<file path="src/brmcs_pkg.sv">
// constants for the blit combine stage: register indices, fields, reset values
package brmcs_pkg;

  // ******************************
  // register indices (address port)
  // ******************************
  localparam logic [4:0] BRMCS_IDX_ROW_PITCH = 5'h08;
  localparam logic [4:0] BRMCS_IDX_RASTER_OP = 5'h09;
  localparam logic [4:0] BRMCS_IDX_FG_COLOUR = 5'h0A;
  localparam logic [4:0] BRMCS_IDX_BG_COLOUR = 5'h0B;
  localparam logic [4:0] BRMCS_IDX_WRITE_MASK = 5'h0E;
  localparam logic [4:0] BRMCS_IDX_CONFIG = 5'h10;
  localparam logic [4:0] BRMCS_IDX_STATUS = 5'h11;

  // ******************************
  // field positions
  // ******************************
  localparam int BRMCS_INDEX_MSB = 15;
  localparam int BRMCS_INDEX_LSB = 12;
  localparam int BRMCS_PITCH_MSB = 11;
  localparam int BRMCS_ROP_MSB = 11;
  localparam int BRMCS_ROP_LSB = 8;
  localparam int BRMCS_COLOUR_MSB = 7;
  localparam int BRMCS_CFG_PACKED = 0;
  localparam int BRMCS_CFG_SRC_LSB = 1;
  localparam int BRMCS_CFG_SRC_MSB = 2;
  localparam int BRMCS_CFG_PATTERN = 3;
  localparam int BRMCS_CFG_SRC_RECT = 4;
  localparam int BRMCS_CFG_DST_RECT = 5;
  localparam int BRMCS_CFG_MSB = 5;

  // ******************************
  // source select codes
  // ******************************
  localparam logic [1:0] BRMCS_SRC_COLOUR = 2'h0;
  localparam logic [1:0] BRMCS_SRC_MONO = 2'h1;
  localparam logic [1:0] BRMCS_SRC_FIXED_FG = 2'h2;

  // ******************************
  // reset values
  // ******************************
  localparam logic [11:0] BRMCS_PITCH_RESET = 12'h000;
  localparam logic [3:0] BRMCS_ROP_RESET = 4'h3;
  localparam logic [7:0] BRMCS_FG_RESET = 8'h00;
  localparam logic [7:0] BRMCS_BG_RESET = 8'h00;
  localparam logic [7:0] BRMCS_MASK_RESET = 8'hFF;
  localparam logic [5:0] BRMCS_CFG_RESET = 6'h00;

  // planar modes use only the low four bits of colours and masks
  localparam logic [7:0] BRMCS_PLANAR_KEEP = 8'h0F;

endpackage

</file>
<file path="src/brmcs_stage.sv">
// blit per-pixel combine stage with its parameter registers
// Operation
// - 12-bit row pitch at index 1000
// - pitch uses same units as positions
// - pitch steps only rectangular regions
// - foreground colour index 1010, planar low four
// - background colour index 1011, planar low four
// - fg/bg replace monochrome source pixels
// - zero gives background, one gives foreground
// - foreground as fixed source fills rectangle
// - mask bits 3:0 enable map writes
// - mask bits 7:0 enable packed planes
// - mask register index 1110, planar low four
// - four-bit raster code at index 1001
// - result is bitwise function of S,D
// - code bits a,b,c,d for SD 00..11
// - 0011 source, 1100 inverted, 0101 destination
// - logical operations only, no arithmetic
// - 8 by 8 pattern tiled over destination
// - pattern anchored top-left, wraps right, down
//
// The implementer's own choice: the strobed register port.
`timescale 1ns/1ps

module brmcs_stage
  import brmcs_pkg::*;
#(
  parameter int ADDR_W = 20
) (
  input wire logic clk, // 250 MHz clock
  input wire logic reset, // synchronous, active high
  input wire logic [4:0] regAddr, // register index
  input wire logic [15:0] regWrData, // write data
  input wire logic regWrStrobe, // write strobe
  input wire logic regRdStrobe, // read strobe
  output logic [15:0] regRdData, // read data, cycle after strobe
  input wire logic pixValid, // pixel presented
  input wire logic [7:0] srcPix, // colour source pixel
  input wire logic srcMonoBit, // monochrome source bit
  input wire logic [7:0] dstPix, // current destination pixel
  input wire logic [5:0] patStart, // pattern pixel at top-left corner
  input wire logic [2:0] dstOffX, // destination x offset in region
  input wire logic [2:0] dstOffY, // destination y offset in region
  output logic pixOutValid, // result valid
  output logic [7:0] pixOut, // masked result pixel
  output logic [5:0] patIndex, // pattern pixel to fetch
  input wire logic rowStep, // advance to next row
  input wire logic [ADDR_W-1:0] srcRowBase, // source position this row
  input wire logic [ADDR_W-1:0] dstRowBase, // destination position this row
  output logic rowOutValid, // next-row positions valid
  output logic [ADDR_W-1:0] srcRowNext, // source position next row
  output logic [ADDR_W-1:0] dstRowNext // destination position next row
);

  // ******************************
  // functions
  // ******************************
  // code bit a is the high bit and answers S=0,D=0
  function automatic logic rop_bit(input logic [3:0] code, input logic s, input logic d);
    rop_bit = code[2'd3 - {s, d}];
  endfunction

  // planar modes see only the low four bits
  function automatic logic [7:0] mode_trim(input logic [7:0] v, input logic packed_mode);
    mode_trim = packed_mode ? v : (v & BRMCS_PLANAR_KEEP);
  endfunction

  // byte-wide registers read back with their index code and zeroed reserved bits
  function automatic logic [15:0] byte_readback(input logic [3:0] idx, input logic [7:0] v);
    byte_readback = {idx, 4'h0, v};
  endfunction

  // next-row position; regions that are not rectangular do not step
  function automatic logic [ADDR_W-1:0] row_advance(input logic [ADDR_W-1:0] base, input logic [11:0] pitch,
    input logic rect);
    row_advance = rect ? ADDR_W'(base + ADDR_W'(pitch)) : base;
  endfunction

  // ******************************
  // registers
  // ******************************
  logic [11:0] rowPitch_reg;
  logic [3:0] rasterOp_reg;
  logic [7:0] fgColour_reg;
  logic [7:0] bgColour_reg;
  logic [7:0] writeMask_reg;
  logic [BRMCS_CFG_MSB:0] config_reg;
  logic [15:0] pixCount_reg;
  logic [15:0] regRdData_reg;
  logic pixOutValid_reg;
  logic [7:0] pixOut_reg;
  logic [5:0] patIndex_reg;
  logic rowOutValid_reg;
  logic [ADDR_W-1:0] srcRowNext_reg;
  logic [ADDR_W-1:0] dstRowNext_reg;

  logic packedMode;
  logic [1:0] srcSelect;
  logic patternSizeSelect;
  logic [7:0] fgEff;
  logic [7:0] bgEff;
  logic [7:0] maskEff;
  logic [7:0] srcEff;
  logic [7:0] ropResult;
  logic [7:0] pixOut_next;

  assign packedMode = config_reg[BRMCS_CFG_PACKED];
  assign srcSelect = config_reg[BRMCS_CFG_SRC_MSB:BRMCS_CFG_SRC_LSB];
  assign patternSizeSelect = config_reg[BRMCS_CFG_PATTERN];

  // ******************************
  // register writes
  // ******************************
  // the index code in the top nibble of a write is not checked; the address selects
  always_ff @(posedge clk) begin
    if (reset) begin
      rowPitch_reg <= BRMCS_PITCH_RESET;
      rasterOp_reg <= BRMCS_ROP_RESET;
      fgColour_reg <= BRMCS_FG_RESET;
      bgColour_reg <= BRMCS_BG_RESET;
      writeMask_reg <= BRMCS_MASK_RESET;
      config_reg <= BRMCS_CFG_RESET;
    end else if (regWrStrobe) begin
      unique case (regAddr)
        BRMCS_IDX_ROW_PITCH: rowPitch_reg <= regWrData[BRMCS_PITCH_MSB:0];
        BRMCS_IDX_RASTER_OP: rasterOp_reg <= regWrData[BRMCS_ROP_MSB:BRMCS_ROP_LSB];
        BRMCS_IDX_FG_COLOUR: fgColour_reg <= regWrData[BRMCS_COLOUR_MSB:0];
        BRMCS_IDX_BG_COLOUR: bgColour_reg <= regWrData[BRMCS_COLOUR_MSB:0];
        BRMCS_IDX_WRITE_MASK: writeMask_reg <= regWrData[BRMCS_COLOUR_MSB:0];
        BRMCS_IDX_CONFIG: config_reg <= regWrData[BRMCS_CFG_MSB:0];
        default: ;
      endcase
    end
  end

  // ******************************
  // register reads
  // ******************************
  // reserved bits read zero, the index code reads back in the top nibble; status returns the whole 16-bit count instead
  always_ff @(posedge clk) begin
    if (reset) begin
      regRdData_reg <= 16'h0000;
    end else if (regRdStrobe) begin
      unique case (regAddr)
        BRMCS_IDX_ROW_PITCH: regRdData_reg <= {regAddr[3:0], rowPitch_reg};
        BRMCS_IDX_RASTER_OP: regRdData_reg <= {regAddr[3:0], rasterOp_reg, 8'h00};
        BRMCS_IDX_FG_COLOUR: regRdData_reg <= byte_readback(regAddr[3:0], fgColour_reg);
        BRMCS_IDX_BG_COLOUR: regRdData_reg <= byte_readback(regAddr[3:0], bgColour_reg);
        BRMCS_IDX_WRITE_MASK: regRdData_reg <= byte_readback(regAddr[3:0], writeMask_reg);
        BRMCS_IDX_CONFIG: regRdData_reg <= {10'h000, config_reg};
        BRMCS_IDX_STATUS: regRdData_reg <= pixCount_reg;
        default: regRdData_reg <= 16'h0000;
      endcase
    end else begin
      regRdData_reg <= 16'h0000;
    end
  end

  // ******************************
  // pixel combine
  // ******************************
  always_comb begin
    fgEff = mode_trim(fgColour_reg, packedMode);
    bgEff = mode_trim(bgColour_reg, packedMode);
    maskEff = mode_trim(writeMask_reg, packedMode);
    unique case (srcSelect)
      BRMCS_SRC_MONO: srcEff = srcMonoBit ? fgEff : bgEff;
      BRMCS_SRC_FIXED_FG: srcEff = fgEff;
      default: srcEff = srcPix;
    endcase
    // purely bitwise: no carries ever cross between bits
    for (int i = 0; i < 8; i++) begin
      ropResult[i] = rop_bit(rasterOp_reg, srcEff[i], dstPix[i]);
    end
    // masked-off maps or planes keep the old destination bits
    pixOut_next = (ropResult & maskEff) | (dstPix & ~maskEff);
  end

  always_ff @(posedge clk) begin
    if (reset) begin
      pixOutValid_reg <= 1'b0;
      pixOut_reg <= 8'h00;
    end else begin
      pixOutValid_reg <= pixValid;
      if (pixValid) begin
        pixOut_reg <= pixOut_next;
      end
    end
  end

  // pattern position wraps inside the 8 by 8 tile; outside pattern mode it follows patStart
  always_ff @(posedge clk) begin
    if (reset) begin
      patIndex_reg <= 6'h00;
    end else if (pixValid) begin
      if (patternSizeSelect) begin
        patIndex_reg <= {3'(patStart[5:3] + dstOffY), 3'(patStart[2:0] + dstOffX)};
      end else begin
        patIndex_reg <= patStart;
      end
    end
  end

  // status: pixels combined since reset, wraps
  always_ff @(posedge clk) begin
    if (reset) begin
      pixCount_reg <= 16'h0000;
    end else if (pixValid) begin
      pixCount_reg <= 16'(pixCount_reg + 16'h0001);
    end
  end

  // ******************************
  // row stepping
  // ******************************
  // pitch added unscaled: it is already in the units of the position fields
  always_ff @(posedge clk) begin
    if (reset) begin
      rowOutValid_reg <= 1'b0;
      srcRowNext_reg <= '0;
      dstRowNext_reg <= '0;
    end else begin
      rowOutValid_reg <= rowStep;
      if (rowStep) begin
        srcRowNext_reg <= row_advance(srcRowBase, rowPitch_reg, config_reg[BRMCS_CFG_SRC_RECT]);
        dstRowNext_reg <= row_advance(dstRowBase, rowPitch_reg, config_reg[BRMCS_CFG_DST_RECT]);
      end
    end
  end

  assign regRdData = regRdData_reg;
  assign pixOutValid = pixOutValid_reg;
  assign pixOut = pixOut_reg;
  assign patIndex = patIndex_reg;
  assign rowOutValid = rowOutValid_reg;
  assign srcRowNext = srcRowNext_reg;
  assign dstRowNext = dstRowNext_reg;

endmodule // brmcs_stage

</file>
<file path="config.mk">
export PLATFORM = sky130hd
export DESIGN_NAME = brmcs_stage
export DESIGN_NICKNAME = d
export VERILOG_FILES = /design/src/brmcs_pkg.sv /design/src/brmcs_stage.sv
export SDC_FILE = /design/constraint.sdc
export NUM_CORES = 1
export LEC_CHECK = 0
export ABC_CLOCK_PERIOD_IN_PS = 3700
export CAP_MARGIN = 30
export CORE_MARGIN = 2
export CORE_UTILIZATION = 45
export CTS_BUF_LIST = sky130_fd_sc_hd__clkbuf_8
export CTS_CLUSTER_SIZE = 8
export DETAILED_ROUTE_END_ITERATION = 6
export DONT_BUFFER_PORTS = 1
export PLACE_DENSITY = 0.59
export SYNTH_ARGS = -nofsm -noshare
export SYNTH_HDL_FRONTEND = slang
export SYNTH_SLANG_ARGS = --single-unit
</file>
<file path="constraint.sdc">
create_clock -name clk -period 3.7 [get_ports clk]
set_input_delay 0.555 -clock clk [delete_from_list [all_inputs] [get_ports clk]]
set_output_delay 0.555 -clock clk [all_outputs]
set_load 0.005 [all_outputs]
</file>
==> key figures <==
Status
  – Outcome: finished clean

Pwr
  – Comb pwr share: 7.4%
  – Worst vdd ir: between 0.2 and 0.25 mV
  – Sw Share: about 28%
  – Reg power frac: 52.9%
  – Clock share of power: 39.7%
  – Pwr Density: ~370 mW/mm^2
  – Sw Pwr: 0.808 mW
  – Pleak: 2.73 nW
  – P_int: 2.09 mW

Drt
  – Wl on met1: 9.28 mm
  – DR WL/cell: 19.4 um
  – # DRC: 0
  – Max Used Layer: met4
  – Drt total wl: about 21 mm
  – Post-route ant nets: 0
  – Met3 WL post-DR: 1.71 mm
  – Drt pass-1 iters: 6
  – Routed via count: 6688
  – Met2 WL: 9.84 mm
  – Via density: 6.07
  – Initial drt markers: 540

Finish
  – Area Growth Syn to Fin: 6.03%
  – Ant. Diodes: 0
  – Layout cell share with drive strength beyond 1: 7.67%
  – Final layout net count: 1002

Yosys
  – Largest area contributor in the netlist: dfxtp_1
  – Sequential share of the synthesized area: 36.1%
  – List of most frequent post-synthesis cells: 134 x dfxtp_1, 118 x nand2_1, 78 x nor2_1
  – Avg Inst Size Synth: 8.20 um^2
  – EDFF count, synth: 0
  – Syn_nets: 1035
  – Mapped Cells: 906
  – Synth warn: 0
  – Post-synth ARST share: 0%
  – Synth cell types: 66
  – Yosys top cell area share: 36.1%
  – Area of the mapped netlist: 0.00743 mm^2
  – Largest cells by area after synthesis: dfxtp_1 36%, nand2_1 6.0%, a21oi_1 4.9%
  – Synthesized flop and latch total: 134
  – Count leader, synth: dfxtp_1
  – Post-synth top flop: dfxtp_1

STA
  – Worst Clk Skew: 0.0154 ns
  – F_max: 0.385 GHz
  – Final Critical Period: 2.60 ns
  – Fin. Hold Viols: 0
  – Worst Max-Slew Pin Slew: 0.940 ns
  – Max transition margin: 37.0%
  – Pins Over Slew Limit: 0
  – Setup tns final: 0 ns
  – Unrepaired setup endpoints after global routing: false
  – Period utilization: roughly 70%
  – # setup viols final: 0
  – WHS: 0.168 ns
  – Setup ws final: around 1.1 ns

Placed design
  – DP HPWL: 15.7 mm
  – PortBufs: 0
  – Final Wtd Congestion: 0.892
  – Setup slack after placement: roughly 1.1 ns

Die
  – CORE AREA: 0.0160 mm^2
  – Initial Util: 46.4%
  – Die Width: approximately 130 um
  – Die ar.: 0.0176 mm^2
  – # IOs: 168
  – Cell Rows: 46
  – Die H: 133 um

Setup path
  – Crit. End Element: flop
  – Reg-to-reg critical path endpoint: dstRowNext[16]
  – Critical path class: reg -> reg
  – Cell seen most often among critical-path stages: a211oi_1
  – Critical Path, Cell by Cell: ha_1, inv_1, fa_1, and2b_1, o31a_1, o21ai_1, a211oi_1, xnor2_1, a211oi_1
  – Worst r2r path cells: 9
  – Critical Path Max Stage Delay: around 0.43 ns
  – R2r startpoint: rowPitch_reg[0]
  – Critical Path Slowest Stage Cell: dfxtp_1
  – Setup slack, reg-to-reg: 1.10 ns
  – Critical path capture point: dstRowNext[16]
  – Worst Path Required: 4.07 ns
  – Critical path arrival: 2.97 ns
  – Crit path launch: rowPitch_reg[0]
  – Crit-path max FO: 6
  – Startpoint types: flop

Flow run
  – MaxCap Viol Count: 0

CTS
  – Resize count post-CTS: 0
  – Worst-path clk slew: 0.09 ns
  – Worst skew pair latency: 0.45 ns
  – Sink Count: 134
  – Post-CTS setup buffers: 0
  – Post-CTS Hold Buffers: 0
  – Num CTS Buffers: 17
  – CTS Buffer Depth: 2
  – CTS tree: yes
  – Max H-tree Level: 4
  – Root Driver: clkbuf_8

Global routing
  – Vias in the first global route: 6358
  – Initial antenna violation count: 0
  – Congestion Overflow GR: 0
  – Total Routing Usage GR: 23.9%
  – Pin count of the biggest net entering global routing: 114
  – First-pass GRT wire length: 33.9 mm

Worst hold path
  – Hold Path Class: in -> reg
## area by class of cell
cell class | instances | area [um^2]
clock buffers | 18 | 248
clock inverters | 14 | 116
fillers | 1605 | 8120
inverters | 26 | 97.6
multi-input cells | 688 | 4420
flip-flops and latches | 134 | 2680
well taps | 216 | 270
repair buffers | 6 | 45.0
## power by group through the flow
stage / clock network [mW] / registers (mW) / logic (mW)
global route: 1.24 / 1.54 / 0.243
detailed placement: 0 / 1.57 / 0.215
global placement: 0 / 1.57 / 0.207
finish: 1.15 / 1.53 / 0.216
floorplan: 0 / 1.55 / 0.220
CTS: 1.18 / 1.54 / 0.216
## stage by stage
| stage | utilization [%] | instance area (um^2) | cells | power, mW |
|---|---|---|---|---|
| floorplan | - | 7430 | 906 | 1.77 |
| global placement | 47.0 | 7510 | 1070 | 1.78 |
| finish | 49.2 | 7880 | 1102 | 2.90 |
| detailed placement | 47.0 | 7510 | 1070 | 1.78 |
| global route | 49.2 | 7880 | 1102 | 3.03 |
| CTS | 49.2 | 7880 | 1102 | 2.93 |
## logic make-up after synthesis
group | synth area share [%]
xor gates and xnor gates | 4.83
AOI/OAI and AO/OA | 21.8
DFF | 36.1
and+or+nand+nor | 22.6
muxes | 4.23
buffers and inverters | 4.43
adders and majority gates | 5.96
## cells in the final DEF (no fill, tap or decap), types with 11 or more instances in the layout
cell and count:
a211oi_1 42, a21oi_1 73, a22oi_1 27, a31oi_1 14, clkbuf_8 18, dfxtp_1 134, ha_1 29, inv_1 25
mux2_2 11, mux2i_1 19, nand2_1 118, nand3_1 56, nand4_1 12, nor2_1 78, o21ai_0 18, xnor2_1 25
xor2_1 16
## critical path: cells and delay by family, from the launching register on
family,cells,cell delay [ns]
AND/OR/NAND/NOR,1,0.24
buffers and inverters,1,0.07
adder cells (fa/ha/maj),2,0.68
XOR/XNOR,1,0.11
flip-flops,1,0.43
AO/OA/AOI/OAI,4,0.98
## metal layers
metal | global-route usage (%) | vias up
li1 | - | 3223
met1 | 31.1 | 3191
met2 | 37.5 | 235
met3 | 7.66 | 39
met4 | 8.24 | 0
met5 | 0 | -
## worst min-delay path by stage
stage	start	to	slack, ns	cells after the start
CTS	reset	srcRowNext[17]	0.15	1
global placement	fgColour_reg[3]	fgColour_reg[3]	0.45	2
floorplan	pixCount_reg[15]	regRdData[15]	0.44	2
global route	reset	srcRowNext[17]	0.14	1
detailed placement	fgColour_reg[6]	fgColour_reg[6]	0.46	2
finish	reset	srcRowNext[17]	0.17	1
No activity file was read; power rests on OpenSTA's default activity.
